File: src/hw/amb_defs.svh
// constants of the converter mode, burst and overrange control
`ifndef AMB_DEFS_SVH
`define AMB_DEFS_SVH
`define AMB_ADDR_AUTO 8'h41
`define AMB_ADDR_BAND 8'h42
`define AMB_ADDR_MISC 8'h43
`define AMB_ADDR_BURST 8'h44
`define AMB_ADDR_COUNT 8'h45
`define AMB_ADDR_THRESH 8'hC3
`define AMB_BIT_AUTO 0
`define AMB_BIT_BAND45 2
`define AMB_BIT_OVERRIDE 0
`define AMB_BIT_NORMAL_OVR 1
`define AMB_BIT_BURST_AB 6
`define AMB_BIT_BURST_CD 7
`define AMB_RST_THRESH 8'hE0
`define AMB_HIGH_BASE 5'h0A
`define AMB_LOW_BASE 5'h0D
`define AMB_FAST_LAT 7
`define AMB_DATA_LAT 10
`define AMB_SAT_POS 11'h3FF
`define AMB_SAT_NEG 11'h400
`endif

File: src/hw/amb_pkg.sv
// types of the converter mode, burst and overrange control
package amb_pkg;
	typedef enum logic [1:0] {
		MODE_PLAIN,
		MODE_BOOST90,
		MODE_BOOST45,
		MODE_BURST
	} amb_mode_type;
	typedef enum logic [1:0] {
		SEQ_WAIT,
		SEQ_HIGH,
		SEQ_LOW
	} amb_seq_type;
endpackage

File: src/hw/amb_ctrl.sv
// mode, burst sequencing and overrange control for two channel pairs
`timescale 1ns/1ps
`include "amb_defs.svh"
module amb_ctrl (
	// clock, reset, enable
	input wire logic ref_clk_in,
	input wire logic rst_n_in,
	input wire logic clk_en_in,
	// pins from the board
	input wire logic boost_mode_pin_in,
	input wire logic burst_trigger_in,
	// register port of the serial control logic
	input wire logic reg_wr_in,
	input wire logic [7:0] reg_addr_in,
	input wire logic [7:0] reg_wdata_in,
	output logic [7:0] reg_rdata_out,
	// conversion results, channels A to D
	input wire logic [13:0] conv_a_in,
	input wire logic [13:0] conv_b_in,
	input wire logic [13:0] conv_c_in,
	input wire logic [13:0] conv_d_in,
	input wire logic [3:0] conv_overdrive_in,
	// output words, bit 0 is the lane zero content
	output logic [13:0] word_a_out,
	output logic [13:0] word_b_out,
	output logic [13:0] word_c_out,
	output logic [13:0] word_d_out,
	output logic [1:0] pair_clk_out,
	// flags and mode per pair, index 0 is pair AB
	output logic [1:0] high_res_flag_out,
	output logic [1:0] trigger_ready_flag_out,
	output amb_pkg::amb_mode_type ab_mode_out,
	output amb_pkg::amb_mode_type cd_mode_out
);
	// register storage
	logic auto_burst_reg;
	logic band45_reg;
	logic boost_pin_override_reg;
	logic normal_ovr_sel_reg;
	logic [1:0] burst_enable_reg;
	logic [3:0] high_count_exponent_reg;
	logic [1:0] low_ratio_exponent_reg;
	logic [7:0] early_overrange_threshold_reg;
	// pin synchronisers
	logic trig_s1_reg, trig_s2_reg, trig_s3_reg;
	logic boost_s1_reg, boost_s2_reg;
	// sequencer state per pair
	amb_pkg::amb_seq_type seq_reg [2];
	logic [31:0] count_reg [2];
	logic [3:0] act_high_reg [2];
	logic [1:0] act_low_reg [2];
	// pipeline wiring
	logic [59:0] pipe_in, pipe_out;
	logic [3:0] fast_in, fast_out;
	logic [13:0] raw_d [4];
	logic [3:0] sat_d;
	logic [13:0] conv_raw [4];

	// all-ones mask below bit e, the last count of a set of 2^e
	function automatic logic [31:0] set_last(input logic [4:0] e);
		set_last = (32'h1 << e) - 32'h1;
	endfunction

	// magnitude of the top bits against the fast threshold
	function automatic logic over_thresh(input logic [13:0] s,
		input logic [7:0] thr);
		logic [13:0] mag;
		mag = s[13] ? ~s : s;
		over_thresh = ({mag[12:5], 1'b0} >= {thr, 1'b0});
	endfunction

	// 11-bit code with overdrive saturation
	function automatic logic [10:0] code11(input logic [13:0] s,
		input logic sat);
		code11 = sat ? (s[13] ? `AMB_SAT_NEG : `AMB_SAT_POS) :
			s[13:3];
	endfunction

	assign conv_raw[0] = conv_a_in;
	assign conv_raw[1] = conv_b_in;
	assign conv_raw[2] = conv_c_in;
	assign conv_raw[3] = conv_d_in;

	// register writes; reset values give plain 11-bit and fast overrange
	always_ff @(posedge ref_clk_in or negedge rst_n_in)
	begin
		if (!rst_n_in)
		begin
			auto_burst_reg <= 1'b0;
			band45_reg <= 1'b0;
			boost_pin_override_reg <= 1'b0;
			normal_ovr_sel_reg <= 1'b0;
			burst_enable_reg <= 2'h0;
			high_count_exponent_reg <= 4'h0;
			low_ratio_exponent_reg <= 2'h0;
			early_overrange_threshold_reg <= `AMB_RST_THRESH;
		end
		else if (clk_en_in && reg_wr_in)
		begin
			unique case (reg_addr_in)
				`AMB_ADDR_AUTO:
					auto_burst_reg <= reg_wdata_in[`AMB_BIT_AUTO];
				`AMB_ADDR_BAND:
					band45_reg <= reg_wdata_in[`AMB_BIT_BAND45];
				`AMB_ADDR_MISC:
				begin
					boost_pin_override_reg <=
						reg_wdata_in[`AMB_BIT_OVERRIDE];
					normal_ovr_sel_reg <=
						reg_wdata_in[`AMB_BIT_NORMAL_OVR];
				end
				`AMB_ADDR_BURST:
				begin
					burst_enable_reg[0] <=
						reg_wdata_in[`AMB_BIT_BURST_AB];
					burst_enable_reg[1] <=
						reg_wdata_in[`AMB_BIT_BURST_CD];
				end
				`AMB_ADDR_COUNT:
				begin
					high_count_exponent_reg <= reg_wdata_in[3:0];
					low_ratio_exponent_reg <= reg_wdata_in[5:4];
				end
				`AMB_ADDR_THRESH:
					early_overrange_threshold_reg <= reg_wdata_in;
				default:
				begin
				end
			endcase
		end
	end

	// register readback, state bits in the burst register's low bits
	always_ff @(posedge ref_clk_in or negedge rst_n_in)
	begin
		if (!rst_n_in)
			reg_rdata_out <= 8'h00;
		else if (clk_en_in)
		begin
			unique case (reg_addr_in)
				`AMB_ADDR_AUTO:
					reg_rdata_out <= {7'h00, auto_burst_reg};
				`AMB_ADDR_BAND:
					reg_rdata_out <= {5'h00, band45_reg, 2'h0};
				`AMB_ADDR_MISC:
					reg_rdata_out <= {6'h00, normal_ovr_sel_reg,
						boost_pin_override_reg};
				`AMB_ADDR_BURST:
					reg_rdata_out <= {burst_enable_reg, 2'h0,
						seq_reg[1] == amb_pkg::SEQ_HIGH,
						seq_reg[0] == amb_pkg::SEQ_HIGH,
						boost_s2_reg, 1'b0};
				`AMB_ADDR_COUNT:
					reg_rdata_out <= {2'h0, low_ratio_exponent_reg,
						high_count_exponent_reg};
				`AMB_ADDR_THRESH:
					reg_rdata_out <= early_overrange_threshold_reg;
				default:
					reg_rdata_out <= 8'h00;
			endcase
		end
	end

	// two-flop synchronisers for the pins, third flop for the edge
	always_ff @(posedge ref_clk_in or negedge rst_n_in)
	begin
		if (!rst_n_in)
		begin
			trig_s1_reg <= 1'b0;
			trig_s2_reg <= 1'b0;
			trig_s3_reg <= 1'b0;
			boost_s1_reg <= 1'b0;
			boost_s2_reg <= 1'b0;
		end
		else if (clk_en_in)
		begin
			trig_s1_reg <= burst_trigger_in;
			trig_s2_reg <= trig_s1_reg;
			trig_s3_reg <= trig_s2_reg;
			boost_s1_reg <= boost_mode_pin_in;
			boost_s2_reg <= boost_s1_reg;
		end
	end

	// burst sequencer, one independent copy per pair
	always_ff @(posedge ref_clk_in or negedge rst_n_in)
	begin
		if (!rst_n_in)
		begin
			for (int p = 0; p < 2; p++)
			begin
				seq_reg[p] <= amb_pkg::SEQ_WAIT;
				count_reg[p] <= 32'h0;
				act_high_reg[p] <= 4'h0;
				act_low_reg[p] <= 2'h0;
			end
		end
		else if (clk_en_in)
		begin
			for (int p = 0; p < 2; p++)
			begin
				if (!burst_enable_reg[p])
				begin
					seq_reg[p] <= amb_pkg::SEQ_WAIT;
					count_reg[p] <= 32'h0;
					act_high_reg[p] <= high_count_exponent_reg;
					act_low_reg[p] <= low_ratio_exponent_reg;
				end
				else
				begin
					unique case (seq_reg[p])
						amb_pkg::SEQ_WAIT:
							if (trig_s2_reg && !trig_s3_reg)
							begin
								seq_reg[p] <= amb_pkg::SEQ_HIGH;
								count_reg[p] <= 32'h0;
							end
						amb_pkg::SEQ_HIGH:
							if (count_reg[p] == set_last(`AMB_HIGH_BASE
								+ {1'b0, act_high_reg[p]}))
							begin
								seq_reg[p] <= amb_pkg::SEQ_LOW;
								count_reg[p] <= 32'h0;
								act_high_reg[p] <=
									high_count_exponent_reg;
								act_low_reg[p] <=
									low_ratio_exponent_reg;
							end
							else
								count_reg[p] <= count_reg[p] + 32'h1;
						amb_pkg::SEQ_LOW:
							if (count_reg[p] == set_last(`AMB_LOW_BASE
								+ {1'b0, act_high_reg[p]}
								+ {3'h0, act_low_reg[p]}))
							begin
								count_reg[p] <= 32'h0;
								// auto repeats, manual waits; no edge seen
								seq_reg[p] <= auto_burst_reg ?
									amb_pkg::SEQ_HIGH :
									amb_pkg::SEQ_WAIT;
							end
							else
								count_reg[p] <= count_reg[p] + 32'h1;
						default:
							seq_reg[p] <= amb_pkg::SEQ_WAIT;
					endcase
				end
			end
		end
	end

	// data and normal overrange travel together, fast flag separately
	always_comb
	begin
		for (int c = 0; c < 4; c++)
		begin
			pipe_in[c*15 +: 14] = conv_raw[c];
			pipe_in[c*15 + 14] = conv_overdrive_in[c];
			fast_in[c] = over_thresh(conv_raw[c],
				early_overrange_threshold_reg);
		end
	end

	amb_delay_line #(
		.WIDTH(60),
		.DEPTH(`AMB_DATA_LAT - 1)
	) u_data_pipe (
		.ref_clk_in(ref_clk_in),
		.rst_n_in(rst_n_in),
		.clk_en_in(clk_en_in),
		.data_in(pipe_in),
		.data_out(pipe_out)
	);

	amb_delay_line #(
		.WIDTH(4),
		.DEPTH(`AMB_FAST_LAT - 1)
	) u_fast_pipe (
		.ref_clk_in(ref_clk_in),
		.rst_n_in(rst_n_in),
		.clk_en_in(clk_en_in),
		.data_in(fast_in),
		.data_out(fast_out)
	);

	// unpack the delayed data
	always_comb
	begin
		for (int c = 0; c < 4; c++)
		begin
			raw_d[c] = pipe_out[c*15 +: 14];
			sat_d[c] = pipe_out[c*15 + 14];
		end
	end

	// output words, flags and pair clocks, all from flops
	always_ff @(posedge ref_clk_in or negedge rst_n_in)
	begin
		if (!rst_n_in)
		begin
			word_a_out <= 14'h0000;
			word_b_out <= 14'h0000;
			word_c_out <= 14'h0000;
			word_d_out <= 14'h0000;
			high_res_flag_out <= 2'h0;
			trigger_ready_flag_out <= 2'h0;
			pair_clk_out <= 2'h0;
		end
		else if (clk_en_in)
		begin
			word_a_out <= form_word(0, seq_reg[0]);
			word_b_out <= form_word(1, seq_reg[0]);
			word_c_out <= form_word(2, seq_reg[1]);
			word_d_out <= form_word(3, seq_reg[1]);
			pair_clk_out <= ~pair_clk_out;
			for (int p = 0; p < 2; p++)
			begin
				high_res_flag_out[p] <=
					burst_enable_reg[p] &&
					seq_reg[p] == amb_pkg::SEQ_HIGH;
				trigger_ready_flag_out[p] <=
					burst_enable_reg[p] &&
					seq_reg[p] == amb_pkg::SEQ_WAIT;
			end
		end
	end

	// one channel word: full sample in high set, else code plus lane zero
	function automatic logic [13:0] form_word(input int c,
		input amb_pkg::amb_seq_type st);
		logic overrange_flag;
		overrange_flag = normal_ovr_sel_reg ? sat_d[c] : fast_out[c];
		if (burst_enable_reg[c/2] && st == amb_pkg::SEQ_HIGH)
			form_word = raw_d[c];
		else
			form_word = {code11(raw_d[c], sat_d[c]), 2'h0, overrange_flag};
	endfunction

	// mode per pair from pin, override, band and burst bits
	always_ff @(posedge ref_clk_in or negedge rst_n_in)
	begin
		if (!rst_n_in)
		begin
			ab_mode_out <= amb_pkg::MODE_PLAIN;
			cd_mode_out <= amb_pkg::MODE_PLAIN;
		end
		else if (clk_en_in)
		begin
			ab_mode_out <= pair_mode(burst_enable_reg[0]);
			cd_mode_out <= pair_mode(burst_enable_reg[1]);
		end
	end

	function automatic amb_pkg::amb_mode_type pair_mode(input logic b);
		logic boost;
		boost = boost_s2_reg || boost_pin_override_reg;
		if (b)
			pair_mode = amb_pkg::MODE_BURST;
		else if (boost && band45_reg)
			pair_mode = amb_pkg::MODE_BOOST45;
		else if (boost)
			pair_mode = amb_pkg::MODE_BOOST90;
		else
			pair_mode = amb_pkg::MODE_PLAIN;
	endfunction
endmodule

File: src/hw/amb_delay_line.sv
// fixed-depth register delay line with clock enable
`timescale 1ns/1ps
module amb_delay_line #(
	parameter int WIDTH = 8,
	parameter int DEPTH = 2
)(
	// clock and reset
	input wire logic ref_clk_in,
	input wire logic rst_n_in,
	input wire logic clk_en_in,
	// data
	input wire logic [WIDTH-1:0] data_in,
	output logic [WIDTH-1:0] data_out
);
	logic [WIDTH-1:0] stage_reg [DEPTH];

	// shift one stage per enabled cycle
	always_ff @(posedge ref_clk_in or negedge rst_n_in)
	begin
		if (!rst_n_in)
		begin
			for (int i = 0; i < DEPTH; i++)
				stage_reg[i] <= '0;
		end
		else if (clk_en_in)
		begin
			stage_reg[0] <= data_in;
			for (int i = 1; i < DEPTH; i++)
				stage_reg[i] <= stage_reg[i-1];
		end
	end

	assign data_out = stage_reg[DEPTH-1];
endmodule

File: config.mk
export PLATFORM = sky130hd
export DESIGN_NAME = amb_ctrl
export DESIGN_NICKNAME = d
export VERILOG_FILES = /design/src/hw/amb_pkg.sv /design/src/hw/amb_ctrl.sv /design/src/hw/amb_delay_line.sv
export VERILOG_INCLUDE_DIRS = /design/src /design/src/hw
export SDC_FILE = /design/constraint.sdc
export NUM_CORES = 1
export LEC_CHECK = 0
export ABC_AREA = 1
export BUFFER_PORTS_ARGS = -buffer_cell sky130_fd_sc_hd__clkbuf_2
export CAP_MARGIN = 20
export CORE_UTILIZATION = 30
export CTS_CLUSTER_SIZE = 12
export DETAILED_ROUTE_END_ITERATION = 12
export PLACE_DENSITY = 0.55
export SYNTH_ARGS = -nofsm -noshare
export SYNTH_HDL_FRONTEND = slang
export SYNTH_SLANG_ARGS = --single-unit
File: constraint.sdc
create_clock -name ref_clk_in -period 5.4 [get_ports ref_clk_in]
set_input_delay 0.27 -clock ref_clk_in [delete_from_list [all_inputs] [get_ports ref_clk_in]]
set_output_delay 0.27 -clock ref_clk_in [all_outputs]
set_load 0.05 [all_outputs]
==> flow_summary.ini <==
[final_layout]
layout.cells.most_common_list = 1635 x sky130_fd_sc_hd__nand2_1, 740 x sky130_fd_sc_hd__dfrtp_1, 502 x sky130_fd_sc_hd__inv_1, 477 x sky130_fd_sc_hd__o21ai_0, 305 x sky130_fd_sc_hd__nor2_1
num-nets-final = 5005
largest_reg_flops = 480
syn2layout_area_growth_pct = 15.0
final_common_cell = sky130_fd_sc_hd__nand2_1
final_layout_size_suffix_gt1_frac = 0.0923
antenna_cells_inserted = 0

[floorplanning]
die_area_sq_mm = 0.126
die_width_um = 355
die_height_um = 355
placement_rows = 129
start_util = 0.302
pin_count = 156
core_area_sq_mm = 0.124

[route]
drt-vias-per-instance = 4.60
drt-initial-drc-count = 2591
dr.pass1.iters = 6
drtAntennaViolNets = 0
wire_per_inst_um = 16.1
routed-via-count = 30200
route.final.wire_length_um = 106000
drc_errors = 0

[worst_setup_path]
end_kind = register
critPathArrivalTime_ns = 4.79
critical_path_peak_fanout = 31
worst_path_class_setup = register to register
crit_path_cell_trace = inv_2, fa_1, inv_1, nand2_1, nand2_1, nor2_1, nand3_1, nand2_1, nor2_2, nand3_1, o21ai_1, nand2_1, nor2_1, nand2_1, nor2_1, nand3_1, nand2_1, nand2_2, nand3_1, nand2_1
r2r_end = count_reg[35]
timing.critical_path.slowest_cell_delay_ns = 0.63
setup.reg_to_reg.worst_slack_ns = 1.13
crit-reg2reg-launch = act_high_reg[5]
worst-r2r-cell-count = 20
crit_top_cell = sky130_fd_sc_hd__nand2_1
required_ns = 5.92
critical_path.startpoint_type = register
worst_path_max_delay_cell = sky130_fd_sc_hd__dfrtp_1

[sta]
finalWorstSetupSlack_ns = 1.13
clock-skew-final_ns = 0.0444
final-hold-violation-count = 0
slew_headroom = 0.318
finalWorstPathRequiredPeriod_ns = 4.27
setup_viol = 0
slew_viol_final = 0
rsz_0062_raised_after_global_routing = false
post_route_fraction_of_the_period_consumed_by_the_critical_path = 0.791
tns_ns = 0
max_freq_mhz = 234
tightest_slew_ns = 1.01

[cts]
clock_sinks = 743
cts_buffers = 85
tritoncts = yes
cts_htree_levels = 3
cts_root_buf = sky130_fd_sc_hd__clkbuf_16
post_cts_buffers = 0
clk_path_buf_depth = 3
clk_latency_ns = 0.66
clkSlewWorstSetupHoldPaths_ns = 0.06
ctsResizeCount = 0

[place]
port_buffers = 155
place.detailed.hpwl_um = 76100
gp_congestion = 0.948
pre_cts_slack_ns = 1.16

[min_path]
hold_end = u_data_pipe.stage_reg[493]
source_of_the_worst_hold_timing_path = conv_a_in[13]
hp-class = input port to register
whs_path_depth = 3

[yosys]
netlist-cell-type-count = 61
average_footprint_of_a_synthesized_cell_sq_um = 7.90
synth-edff-count = 0
postSynth.asyncResetShare = 1.00
ys_dominant_reg_cell = sky130_fd_sc_hd__dfrtp_1
synth-seq-cells = 743
synth.yosys.warnings = 0
syn_area_sq_mm = 0.0374
number_of_standard_cells_after_synthesis = 4733
synth_sequential_area_ratio = 0.498

[power]
worst_ir_drop_vdd_uv = 231
power_mw = 14.4
p_per_area_mw_per_mm2 = 335
leakage_nw = 21.4

[global_routing]
grt_first_pass_wirelength_um = 168000
grt_max_degree = 176
grt.total_usage = 0.168
antenna_found_initial = 3
via_count_of_the_first_global_routing_pass = 28900
grt_overflow_total = 0

[run_status]
status = finished, final reports clean

[run]
max_cap_viol_count = 0
[how the worst max path moves through the flow]
stage / to / slack [ns] / cells past startpoint / startpoint
final: count_reg[35] / 1.13 / 20 / act_high_reg[5]
after global routing: count_reg[33] / 0.70 / 20 / act_high_reg[5]
after global placement: count_reg[55] / 1.30 / 19 / act_high_reg[5]
after floorplan: count_reg[62] / 2.28 / 21 / act_high_reg[4]
after detailed placement: count_reg[35] / 1.16 / 20 / act_high_reg[5]
after CTS: count_reg[35] / 1.18 / 21 / act_high_reg[4]
[metrics by stage]
| step | hold slack, ns | std cells | util | area, sq um |
|---|---|---|---|---|
| 2_1_floorplan | -0.0256 | 4736 | - | 37400 |
| 3_3_place_gp | 0.357 | 6348 | 0.320 | 39500 |
| 3_5_place_dp | 0.367 | 6348 | 0.320 | 39500 |
| 4_1_cts | 0.000886 | 6565 | 0.347 | 42900 |
| 5_1_grt | 0.0571 | 6566 | 0.348 | 43000 |
| 6_report | 0.0505 | 6566 | 0.348 | 43000 |
[per-layer routing]
layer / routed length (um) / track usage / vias up
met5: 0 / 0 / -
met2: 44600 / 0.246 / 650
met1: 53500 / 0.254 / 14300
met4: 2390 / 0.0475 / 0
li1: - / - / 15100
met3: 5310 / 0.0240 / 130
[repair_timing]
| action | 4_1_cts | 5_1_grt |
|---|---|---|
| hold buffers | 70 | 0 |
| setup endpoints to repair | 0 | 0 |
| endpoints found under the hold margin | 149 | 0 |
[worst max-delay path, delay by kind of cell, from the launching register on]
kind                     cells  cell delay, ns
flip-flops                   1            0.63
buffers and inverters        2            0.33
AO/OA/AOI/OAI                1            0.17
AND/OR/NAND/NOR             16            2.54
adder cells (fa/ha/maj)      1            0.49
[where the power goes]
part           internal (mW)  switching (mW)
Clock                   3.25            2.39
Combinational          0.635            1.56
Sequential              6.24           0.327
[cells by family (layout without fill, tap and decap cells)]
family                     count (synthesis)  in the layout  synth area share
DFF                                      743            743             0.498
buffers and inverters                    726            919            0.0783
and+or+nand+nor                         2391           2391             0.269
other                                      1              4          0.000100
xor gates and xnor gates                 185            185            0.0449
adders and majority gates                 54             54            0.0185
AOI/OAI and AO/OA                        633            633            0.0917
[cell usage after synthesis (all sizes together) (4+ instances only)]
library cell | instances | area (sq um)
a21boi | 5 | 37.5
a21oi | 77 | 427
a41oi | 4 | 35.0
buf | 49 | 374
clkbuf | 155 | 582
clkinv | 5 | 18.8
dfrtp | 740 | 18500
ha | 52 | 651
inv | 516 | 1940
nand2 | 1663 | 6320
nand3 | 286 | 1680
nand3b | 11 | 82.6
nand4 | 38 | 238
nor2 | 339 | 1420
nor3 | 30 | 155
nor3b | 5 | 37.5
nor4 | 11 | 68.8
o2111ai | 11 | 103
o211ai | 4 | 30.0
o21a | 8 | 60.1
o21ai | 495 | 2520
o21bai | 10 | 75.1
o22ai | 7 | 43.8
o311ai | 4 | 35.0
xnor2 | 17 | 149
xor2 | 164 | 1440
[final cells by class]
type / count / area (sq um)
Sequential cell: 743 / 18600
Fill cell: 13100 / 80700
Clock inverter: 19 / 246
Tap cell: 1637 / 2050
Inverter: 521 / 1970
Clock buffer: 128 / 2490
Timing Repair Buffer: 251 / 1760
Multi-Input combinational cell: 3267 / 15900
Power figures use the tool's default switching activity.
